## src/logic/ep0_csr_pkg.sv

```systemverilog
// constants for the endpoint0 control/status block
// Summary of operation
// - control/status register is 8 bits at address 0x11, all zero at reset
// - writing one to bit 7 clears the setup-end flag
// - bits 7 and 6 always read as zero
// - writing one to bit 6 clears the out-packet-ready flag
// - out-packet-ready is read-only; only the bit 6 write clears it
// - setup-end flag (bit 4) sets when a transfer ends before data-end
// - firmware sets data-end after last received packet; hardware clears it
// - sent-stall (bit 2) sets after a stall handshake goes out
// - packet sent clears in-packet-ready and raises an interrupt
// - setup or out packet overwriting the transmit packet does the same
// - received packet sets out-packet-ready and raises an interrupt
// - an in token is answered with nak while in-packet-ready, data-end and send-stall are all zero
// - an out packet after data-end is answered with a stall
package ep0_csr_pkg;
  localparam logic [7:0] ADDR_CSR        = 8'h11;
  localparam logic [7:0] ADDR_IRQ_STATUS = 8'h40;
  localparam logic [7:0] ADDR_IRQ_CLEAR  = 8'h41;
  localparam logic [7:0] ADDR_IRQ_ENABLE = 8'h42;
  localparam logic [7:0] CSR_RESET       = 8'h00;
  localparam int BIT_SVC_SETUP_END = 7;
  localparam int BIT_SVC_OUT       = 6;
  localparam int BIT_SEND_STALL    = 5;
  localparam int BIT_SETUP_END     = 4;
  localparam int BIT_LAST_DATA     = 3;
  localparam int BIT_STALL_SENT    = 2;
  localparam int BIT_TX_LOADED     = 1;
  localparam int BIT_RX_WAITING    = 0;
  // interrupt status bit positions
  localparam int NUM_EVENTS        = 5;
  localparam int EV_RX_PACKET      = 0;
  localparam int EV_TX_DONE        = 1;
  localparam int EV_STALL          = 2;
  localparam int EV_SETUP_END      = 3;
  localparam int EV_STATUS_DONE    = 4;
  localparam logic [NUM_EVENTS-1:0] IRQ_RESET = 5'h00;
  typedef enum logic [1:0] {
    HS_NONE,
    HS_NAK,
    HS_STALL
  } handshake_t;
endpackage : ep0_csr_pkg

```

## src/logic/ep0_control_status.sv

```systemverilog
// endpoint0 control/status register and its serial engine hooks
`timescale 1ns/1ps
module ep0_control_status
  import ep0_csr_pkg::*;
(
  input  wire logic       clk_in,
  input  wire logic       rstn_in,
  // register port
  input  wire logic [7:0] addr_in,
  input  wire logic [7:0] wdata_in,
  input  wire logic       wr_in,
  input  wire logic       rd_in,
  output logic      [7:0] rdata_out,
  // serial interface engine events, one-cycle pulses on clk_in
  input  wire logic       rx_packet_loaded_in,
  input  wire logic       tx_packet_sent_in,
  input  wire logic       tx_overwritten_in,
  input  wire logic       transfer_ended_in,
  input  wire logic       status_stage_done_in,
  input  wire logic       stall_sent_in,
  input  wire logic       in_token_in,
  input  wire logic       out_token_in,
  // handshake choice for the engine and state to it
  output handshake_t      handshake_out,
  output logic            handshake_valid_out,
  output logic            tx_packet_loaded_out,
  output logic            send_stall_out,
  output logic            irq_out
);
  logic [7:0] csr;
  logic [7:0] next_csr;
  logic [7:0] next_rdata;
  handshake_t next_handshake;
  logic       next_hs_valid;
  logic [NUM_EVENTS-1:0] irq_events;
  logic [NUM_EVENTS-1:0] irq_status;
  logic [NUM_EVENTS-1:0] irq_enable;

  function automatic logic hit(input logic [7:0] a, input logic [7:0] target);
    hit = (a == target);
  endfunction : hit

  logic csr_wr;
  assign csr_wr = wr_in && hit(addr_in, ADDR_CSR);

  always_comb begin
    next_csr = csr;
    if (csr_wr) begin
      // firmware-owned bits; hardware may only add a clear afterwards
      next_csr[BIT_SEND_STALL] = csr[BIT_SEND_STALL] | wdata_in[BIT_SEND_STALL];
      next_csr[BIT_LAST_DATA]  = csr[BIT_LAST_DATA] | wdata_in[BIT_LAST_DATA];
      next_csr[BIT_TX_LOADED]  = csr[BIT_TX_LOADED] | wdata_in[BIT_TX_LOADED];
      // software may only clear sent-stall, never set it
      next_csr[BIT_STALL_SENT] = csr[BIT_STALL_SENT] & wdata_in[BIT_STALL_SENT];
      if (wdata_in[BIT_SVC_SETUP_END])
        next_csr[BIT_SETUP_END] = 1'b0;
      if (wdata_in[BIT_SVC_OUT]) begin
        next_csr[BIT_RX_WAITING] = 1'b0;
      end
    end
    if (tx_packet_sent_in || tx_overwritten_in)
      next_csr[BIT_TX_LOADED] = 1'b0;
    if (tx_packet_sent_in || status_stage_done_in || transfer_ended_in)
      next_csr[BIT_LAST_DATA] = 1'b0;
    // hardware sets win over the same-cycle software clears
    if (transfer_ended_in && !csr[BIT_LAST_DATA])
      next_csr[BIT_SETUP_END] = 1'b1;
    if (rx_packet_loaded_in)
      next_csr[BIT_RX_WAITING] = 1'b1;
    if (stall_sent_in) begin
      next_csr[BIT_STALL_SENT] = 1'b1;
      next_csr[BIT_SEND_STALL] = 1'b0;
    end
    next_csr[BIT_SVC_SETUP_END] = 1'b0;
    next_csr[BIT_SVC_OUT]       = 1'b0;
  end

  always_comb begin
    next_rdata = CSR_RESET;
    if (rd_in) begin
      if (hit(addr_in, ADDR_CSR))
        next_rdata = csr;
      else if (hit(addr_in, ADDR_IRQ_STATUS))
        next_rdata = {{(8 - NUM_EVENTS){1'b0}}, irq_status};
      else if (hit(addr_in, ADDR_IRQ_ENABLE))
        next_rdata = {{(8 - NUM_EVENTS){1'b0}}, irq_enable};
    end
  end

  // handshake answer for the token seen this cycle
  always_comb begin
    next_handshake = HS_NONE;
    next_hs_valid  = in_token_in || out_token_in;
    // answer only a token, so the choice stands for one cycle like its valid
    if (!next_hs_valid)
      next_handshake = HS_NONE;
    else if (csr[BIT_SEND_STALL])
      next_handshake = HS_STALL;
    else if (out_token_in && csr[BIT_LAST_DATA])
      next_handshake = HS_STALL;
    else if (in_token_in && csr[BIT_LAST_DATA] && !csr[BIT_TX_LOADED])
      next_handshake = HS_STALL;
    else if (in_token_in && !csr[BIT_TX_LOADED])
      next_handshake = HS_NAK;
  end

  always_comb begin
    irq_events = IRQ_RESET;
    irq_events[EV_RX_PACKET]   = rx_packet_loaded_in;
    irq_events[EV_TX_DONE]     = tx_packet_sent_in || tx_overwritten_in;
    irq_events[EV_STALL]       = stall_sent_in;
    irq_events[EV_SETUP_END]   = transfer_ended_in && !csr[BIT_LAST_DATA];
    irq_events[EV_STATUS_DONE] = status_stage_done_in;
  end

  always_ff @(posedge clk_in or negedge rstn_in) begin
    if (!rstn_in) begin
      csr                  <= CSR_RESET;
      rdata_out            <= CSR_RESET;
      handshake_out        <= HS_NONE;
      handshake_valid_out  <= 1'b0;
      tx_packet_loaded_out <= 1'b0;
      send_stall_out       <= 1'b0;
    end else begin
      csr                  <= next_csr;
      rdata_out            <= next_rdata;
      handshake_out        <= next_handshake;
      handshake_valid_out  <= next_hs_valid;
      tx_packet_loaded_out <= next_csr[BIT_TX_LOADED];
      send_stall_out       <= next_csr[BIT_SEND_STALL];
    end
  end

  // irq output is registered inside the collector
  irq_collect u_irq (
    .clk_in       (clk_in),
    .rstn_in      (rstn_in),
    .event_in     (irq_events),
    .clear_wr_in  (wr_in && hit(addr_in, ADDR_IRQ_CLEAR)),
    .enable_wr_in (wr_in && hit(addr_in, ADDR_IRQ_ENABLE)),
    .wdata_in     (wdata_in[NUM_EVENTS-1:0]),
    .status_out   (irq_status),
    .enable_out   (irq_enable),
    .irq_out      (irq_out)
  );
endmodule : ep0_control_status

```

## src/logic/irq_collect.sv

```systemverilog
// sticky event status with enable mask and one level interrupt
`timescale 1ns/1ps
module irq_collect
  import ep0_csr_pkg::*;
(
  input  wire logic                  clk_in,
  input  wire logic                  rstn_in,
  input  wire logic [NUM_EVENTS-1:0] event_in,
  input  wire logic                  clear_wr_in,
  input  wire logic                  enable_wr_in,
  input  wire logic [NUM_EVENTS-1:0] wdata_in,
  output logic      [NUM_EVENTS-1:0] status_out,
  output logic      [NUM_EVENTS-1:0] enable_out,
  output logic                       irq_out
);
  logic [NUM_EVENTS-1:0] next_status;
  logic [NUM_EVENTS-1:0] next_enable;
  logic                  next_irq;

  always_comb begin
    next_enable = enable_wr_in ? wdata_in : enable_out;
    // set wins over a clear in the same cycle
    next_status = (status_out & ~(clear_wr_in ? wdata_in : IRQ_RESET)) | event_in;
    next_irq    = |(next_status & next_enable);
  end

  always_ff @(posedge clk_in or negedge rstn_in) begin
    if (!rstn_in) begin
      status_out <= IRQ_RESET;
      enable_out <= IRQ_RESET;
      irq_out    <= 1'b0;
    end else begin
      status_out <= next_status;
      enable_out <= next_enable;
      irq_out    <= next_irq;
    end
  end
endmodule : irq_collect

```

## config.mk

```make
export PLATFORM = sky130hd
export DESIGN_NAME = ep0_control_status
export DESIGN_NICKNAME = d
export VERILOG_FILES = /design/src/logic/ep0_csr_pkg.sv /design/src/logic/ep0_control_status.sv /design/src/logic/irq_collect.sv
export SDC_FILE = /design/constraint.sdc
export NUM_CORES = 1
export LEC_CHECK = 0
export BUFFER_PORTS_ARGS = -buffer_cell sky130_fd_sc_hd__clkbuf_2
export CORE_MARGIN = 2
export CORE_UTILIZATION = 48
export DETAILED_ROUTE_END_ITERATION = 6
export GPL_TIMING_DRIVEN = 0
export PLACE_DENSITY = 0.86
export SYNTH_ARGS = -nofsm -noshare
export SYNTH_HDL_FRONTEND = slang
export SYNTH_SLANG_ARGS = --single-unit
```

## constraint.sdc

```tcl
create_clock -name clk_in -period 1.2 [get_ports clk_in]
set_input_delay 0.12 -clock clk_in [delete_from_list [all_inputs] [get_ports clk_in]]
set_output_delay 0.12 -clock clk_in [all_outputs]
set_load 0.05 [all_outputs]
```

==> results by group <==
Status
  – Status: finished with violations
  – Violated checks: negative setup slack

Synthesis
  – Synth warnings: 0
  – Share of the yosys chip area belonging to registers: 0.542
  – Largest family of logic cells by synthesized area: simple AND/OR/NAND/NOR gates
  – Register bit total from synthesis: 26
  – Cell Area, Synth: roughly 0.0012 mm^2
  – Multiplexer share of the synthesized area: 0.0938
  – Syn avg cell area: between 10 and 15 um^2
  – Post-synth cell types: 30
  – Cells after Synth: between 90 and 100
  – Synth Area in Simple Gates: 0.216
  – Synth Area in Compound Gates: 0.115
  – Adder-cell share of the synthesized area: 0
  – Xor/xnor share of the synthesized area: 0

Floorplanning
  – Die height: ~54 um
  – Rows: 18
  – Chip width: ~54 um
  – Io pins: 42
  – Die ar.: a little under 0.003 mm^2
  – Initial Util: 0.494
  – Core Box Area: 0.00243 mm^2

CTS
  – Clk Tree Root Cell: clkbuf_4
  – H-tree levels: 1
  – TritonCTS clock tree: yes
  – CTS max path bufs: 2
  – Cts bufs inserted: 3
  – CTS sink count: 26
  – Worst-Skew Late Latency: around 310 ps
  – CTS clk-pin slew, worst paths: ~140 ps

Job
  – Max-cap viol count: 0

Setup path
  – Startpoint Class: input pin
  – Worst R2R Setup Slack: about 100 ps
  – Worst Setup Path Type: in2reg
  – Worst R2R Start: u_irq.status_out[1]
  – Reg-to-reg endpoint: u_irq.irq_out
  – Worst Path Max Fanout: 8
  – Worst EP arrival: 1420 ps
  – Reg2reg path depth: 4
  – CP endpoint kind: flop
  – Req. time, crit path: roughly 1400 ps

Global route
  – Total gr overflow: 0
  – GRT Total Usage: 0.207
  – Largest net degree at the start of global routing: 27
  – First-pass GRT wire length: 4.21 mm
  – Vias in the first global route: approximately 960
  – Initial antenna violation count: 0

Drt
  – Total wire length: 2.90 mm
  – Via/cell ratio: between 5 and 6
  – Avg WL per Cell: 15.7 um
  – DR vias: 986
  – Post-route ant nets: 0
  – DR pass1 iterations: 4
  – DR iter-0 viols: 22
  – DRC Markers: 0

Finish
  – Final Non-Filler Cells: 184
  – Multi-input logic area: 534 um^2
  – Antenna diode count: 0
  – Fillers: 165
  – Synthesis-to-layout area growth: 37.2%
  – Sequential Area: 651 um^2
  – Final nets: ~180
  – Fraction of layout cells with a size suffix above 1: 0.481

Power
  – Power, Total: roughly 1600 uW
  – Int Pwr: around 1200 uW
  – Leakage: 0.000764 uW
  – Clk pwr share: 0.271
  – Gate power share: 0.166
  – Power per cell area: 972 mW/mm^2
  – Sw Share: 0.252
  – Worst vdd ir: approximately 0.00065 V
  – Net Sw Power: approximately 400 uW
  – Share of total power in sequential cells: 0.563

STA
  – Fmax: between 800 and 900 MHz
  – Post-layout min period: between 1000 and 1500 ps
  – Relative slew margins: 0.591
  – RSZ-0062 raised after global routing: true
  – Period utilization: 1.00
  – Slew @ Worst Pin: 614 ps
  – Final hold viol count: 0
  – Slew Limit Fails: 0
  – Final number of setup-violating endpoints: 1
  – PnR worst setup slack: -4.42 ps
  – WHS: roughly 27 ps
  – Skew final: ~5.2 ps

Min path
  – Worst hold endpoint: u_irq.status_out[4]
  – Hold Crit Class: in2reg
  – Min-delay src: wdata_in[4]
  – WHS Path Cells: 2

Placement
  – Final Wtd Congestion: roughly 0.78
  – Setup WS pre-CTS: -410 ps
  – PortBufs: 38
  – DP Cell Count: 166
  – DP HPWL: 1.87 mm
-- routing by layer --
layer	GRT usage	wire (um)	vias to the layer above
met5	0	0	-
met4	0.100	59	0
met3	0.0417	137	6
met2	0.382	1520	34
met1	0.221	1180	480
li1	-	-	466
-- area by class of cell --
cell class | instances | area share
flip-flops and latches | 26 | 0.395
multi-input cells | 67 | 0.324
repair buffers | 52 | 0.206
plain buffers | 4 | 0.0281
well taps | 30 | 0.0228
clock buffers | 4 | 0.0220
inverters | 1 | 0.00228
-- cell usage after synthesis --
master,count,area share
nor4b_1,1,0.0073
o21ai_0,2,0.0083
or2_2,2,0.010
mux2_2,10,0.094
and2_4,1,0.0073
nor2b_1,6,0.031
a21boi_0,1,0.0063
inv_1,1,0.0031
nor4b_4,2,0.040
and3_2,1,0.0063
a31oi_1,2,0.010
buf_6,1,0.0094
dfrtp_1,26,0.54
and2_2,1,0.0063
nand2b_1,2,0.010
nor4_2,1,0.010
nand3_1,1,0.0042
nor2_1,6,0.019
conb_1,1,0.0031
a21o_1,4,0.025
and3_1,1,0.0052
nor3_1,3,0.012
nand4_4,1,0.018
a22oi_1,6,0.037
nand4_1,2,0.010
buf_4,3,0.019
nand2_1,3,0.0094
a21oi_1,4,0.017
and4b_1,1,0.0083
a22oi_2,1,0.010
-- registers in the layout, indices dropped and copies added, names as in the netlist --
register / flops
csr: 6
rdata_out: 6
u_irq.enable_out: 5
u_irq.status_out: 5
handshake_out: 2
handshake_valid_out: 1
u_irq.irq_out: 1
-- power by group through the flow --
stage / combinational [uW] / clock, uW / sequential (uW)
6_report: 265 / 434 / 902
5_1_grt: 284 / 489 / 904
4_1_cts: 245 / 440 / 902
3_5_place_dp: 225 / 0 / 917
3_3_place_gp: 220 / 0 / 918
2_1_floorplan: 84.9 / 0 / 956
-- worst max-delay path by stage --
stage | startpoint | end | slack [ps] | depth (start not counted)
after floorplan | addr_in[5] | u_irq.irq_out | -120 | 5
after global placement | addr_in[5] | u_irq.irq_out | -370 | 6
after detailed placement | addr_in[5] | u_irq.irq_out | -410 | 6
after CTS | csr[5] | send_stall_out | 8 | 1
after global routing | addr_in[2] | csr[0] | -50 | 7
final | addr_in[2] | csr[0] | -4 | 7
-- cell families after synthesis --
kind of cell           after synthesis
AO/OA/AOI/OAI                       20
flip-flops                          26
buffers and inverters                5
AND/OR/NAND/NOR                     35
other                                1
multiplexers                        10
-- stage by stage --
step	util	area, um^2	setup TNS [ps]
2_1_floorplan	-	1220	-413
3_3_place_gp	0.596	1450	-2130
3_5_place_dp	0.596	1450	-2500
4_1_cts	0.640	1560	0
5_1_grt	0.677	1650	-126
6_report	0.677	1650	-4.42
-- cells in the final DEF (no fill, tap or decap), types with 2 or more instances in the layout --
master	instances
dlygate4sd3_1	9
a22oi_1	5
clkbuf_2	34
or2_2	2
a22oi_2	2
clkbuf_4	5
buf_4	7
a21o_1	4
nor3_1	2
a31oi_1	2
dfrtp_1	26
nand2_1	3
conb_1	2
buf_6	2
nand2b_1	2
o21ai_0	2
mux2_2	9
a21oi_1	3
nor4b_4	2
nand4_1	2
nor2b_1	6
nor2_1	6
-- critical path: stages --
cell and delay, ps:
clkbuf_2 110, nor4b_4 340, and4b_1 290, buf_6 150
and2_4 180, nand2_1 60, a21o_1 170
-- repair_timing --
item,in CTS,in global routing
gates resized for setup,1,13
pin swaps,1,4
hold buffers,6,3
setup endpoints to repair,1,3
endpoints found under the hold margin,29,2
buffers inserted,1,4
Power figures use the tool's default switching activity.
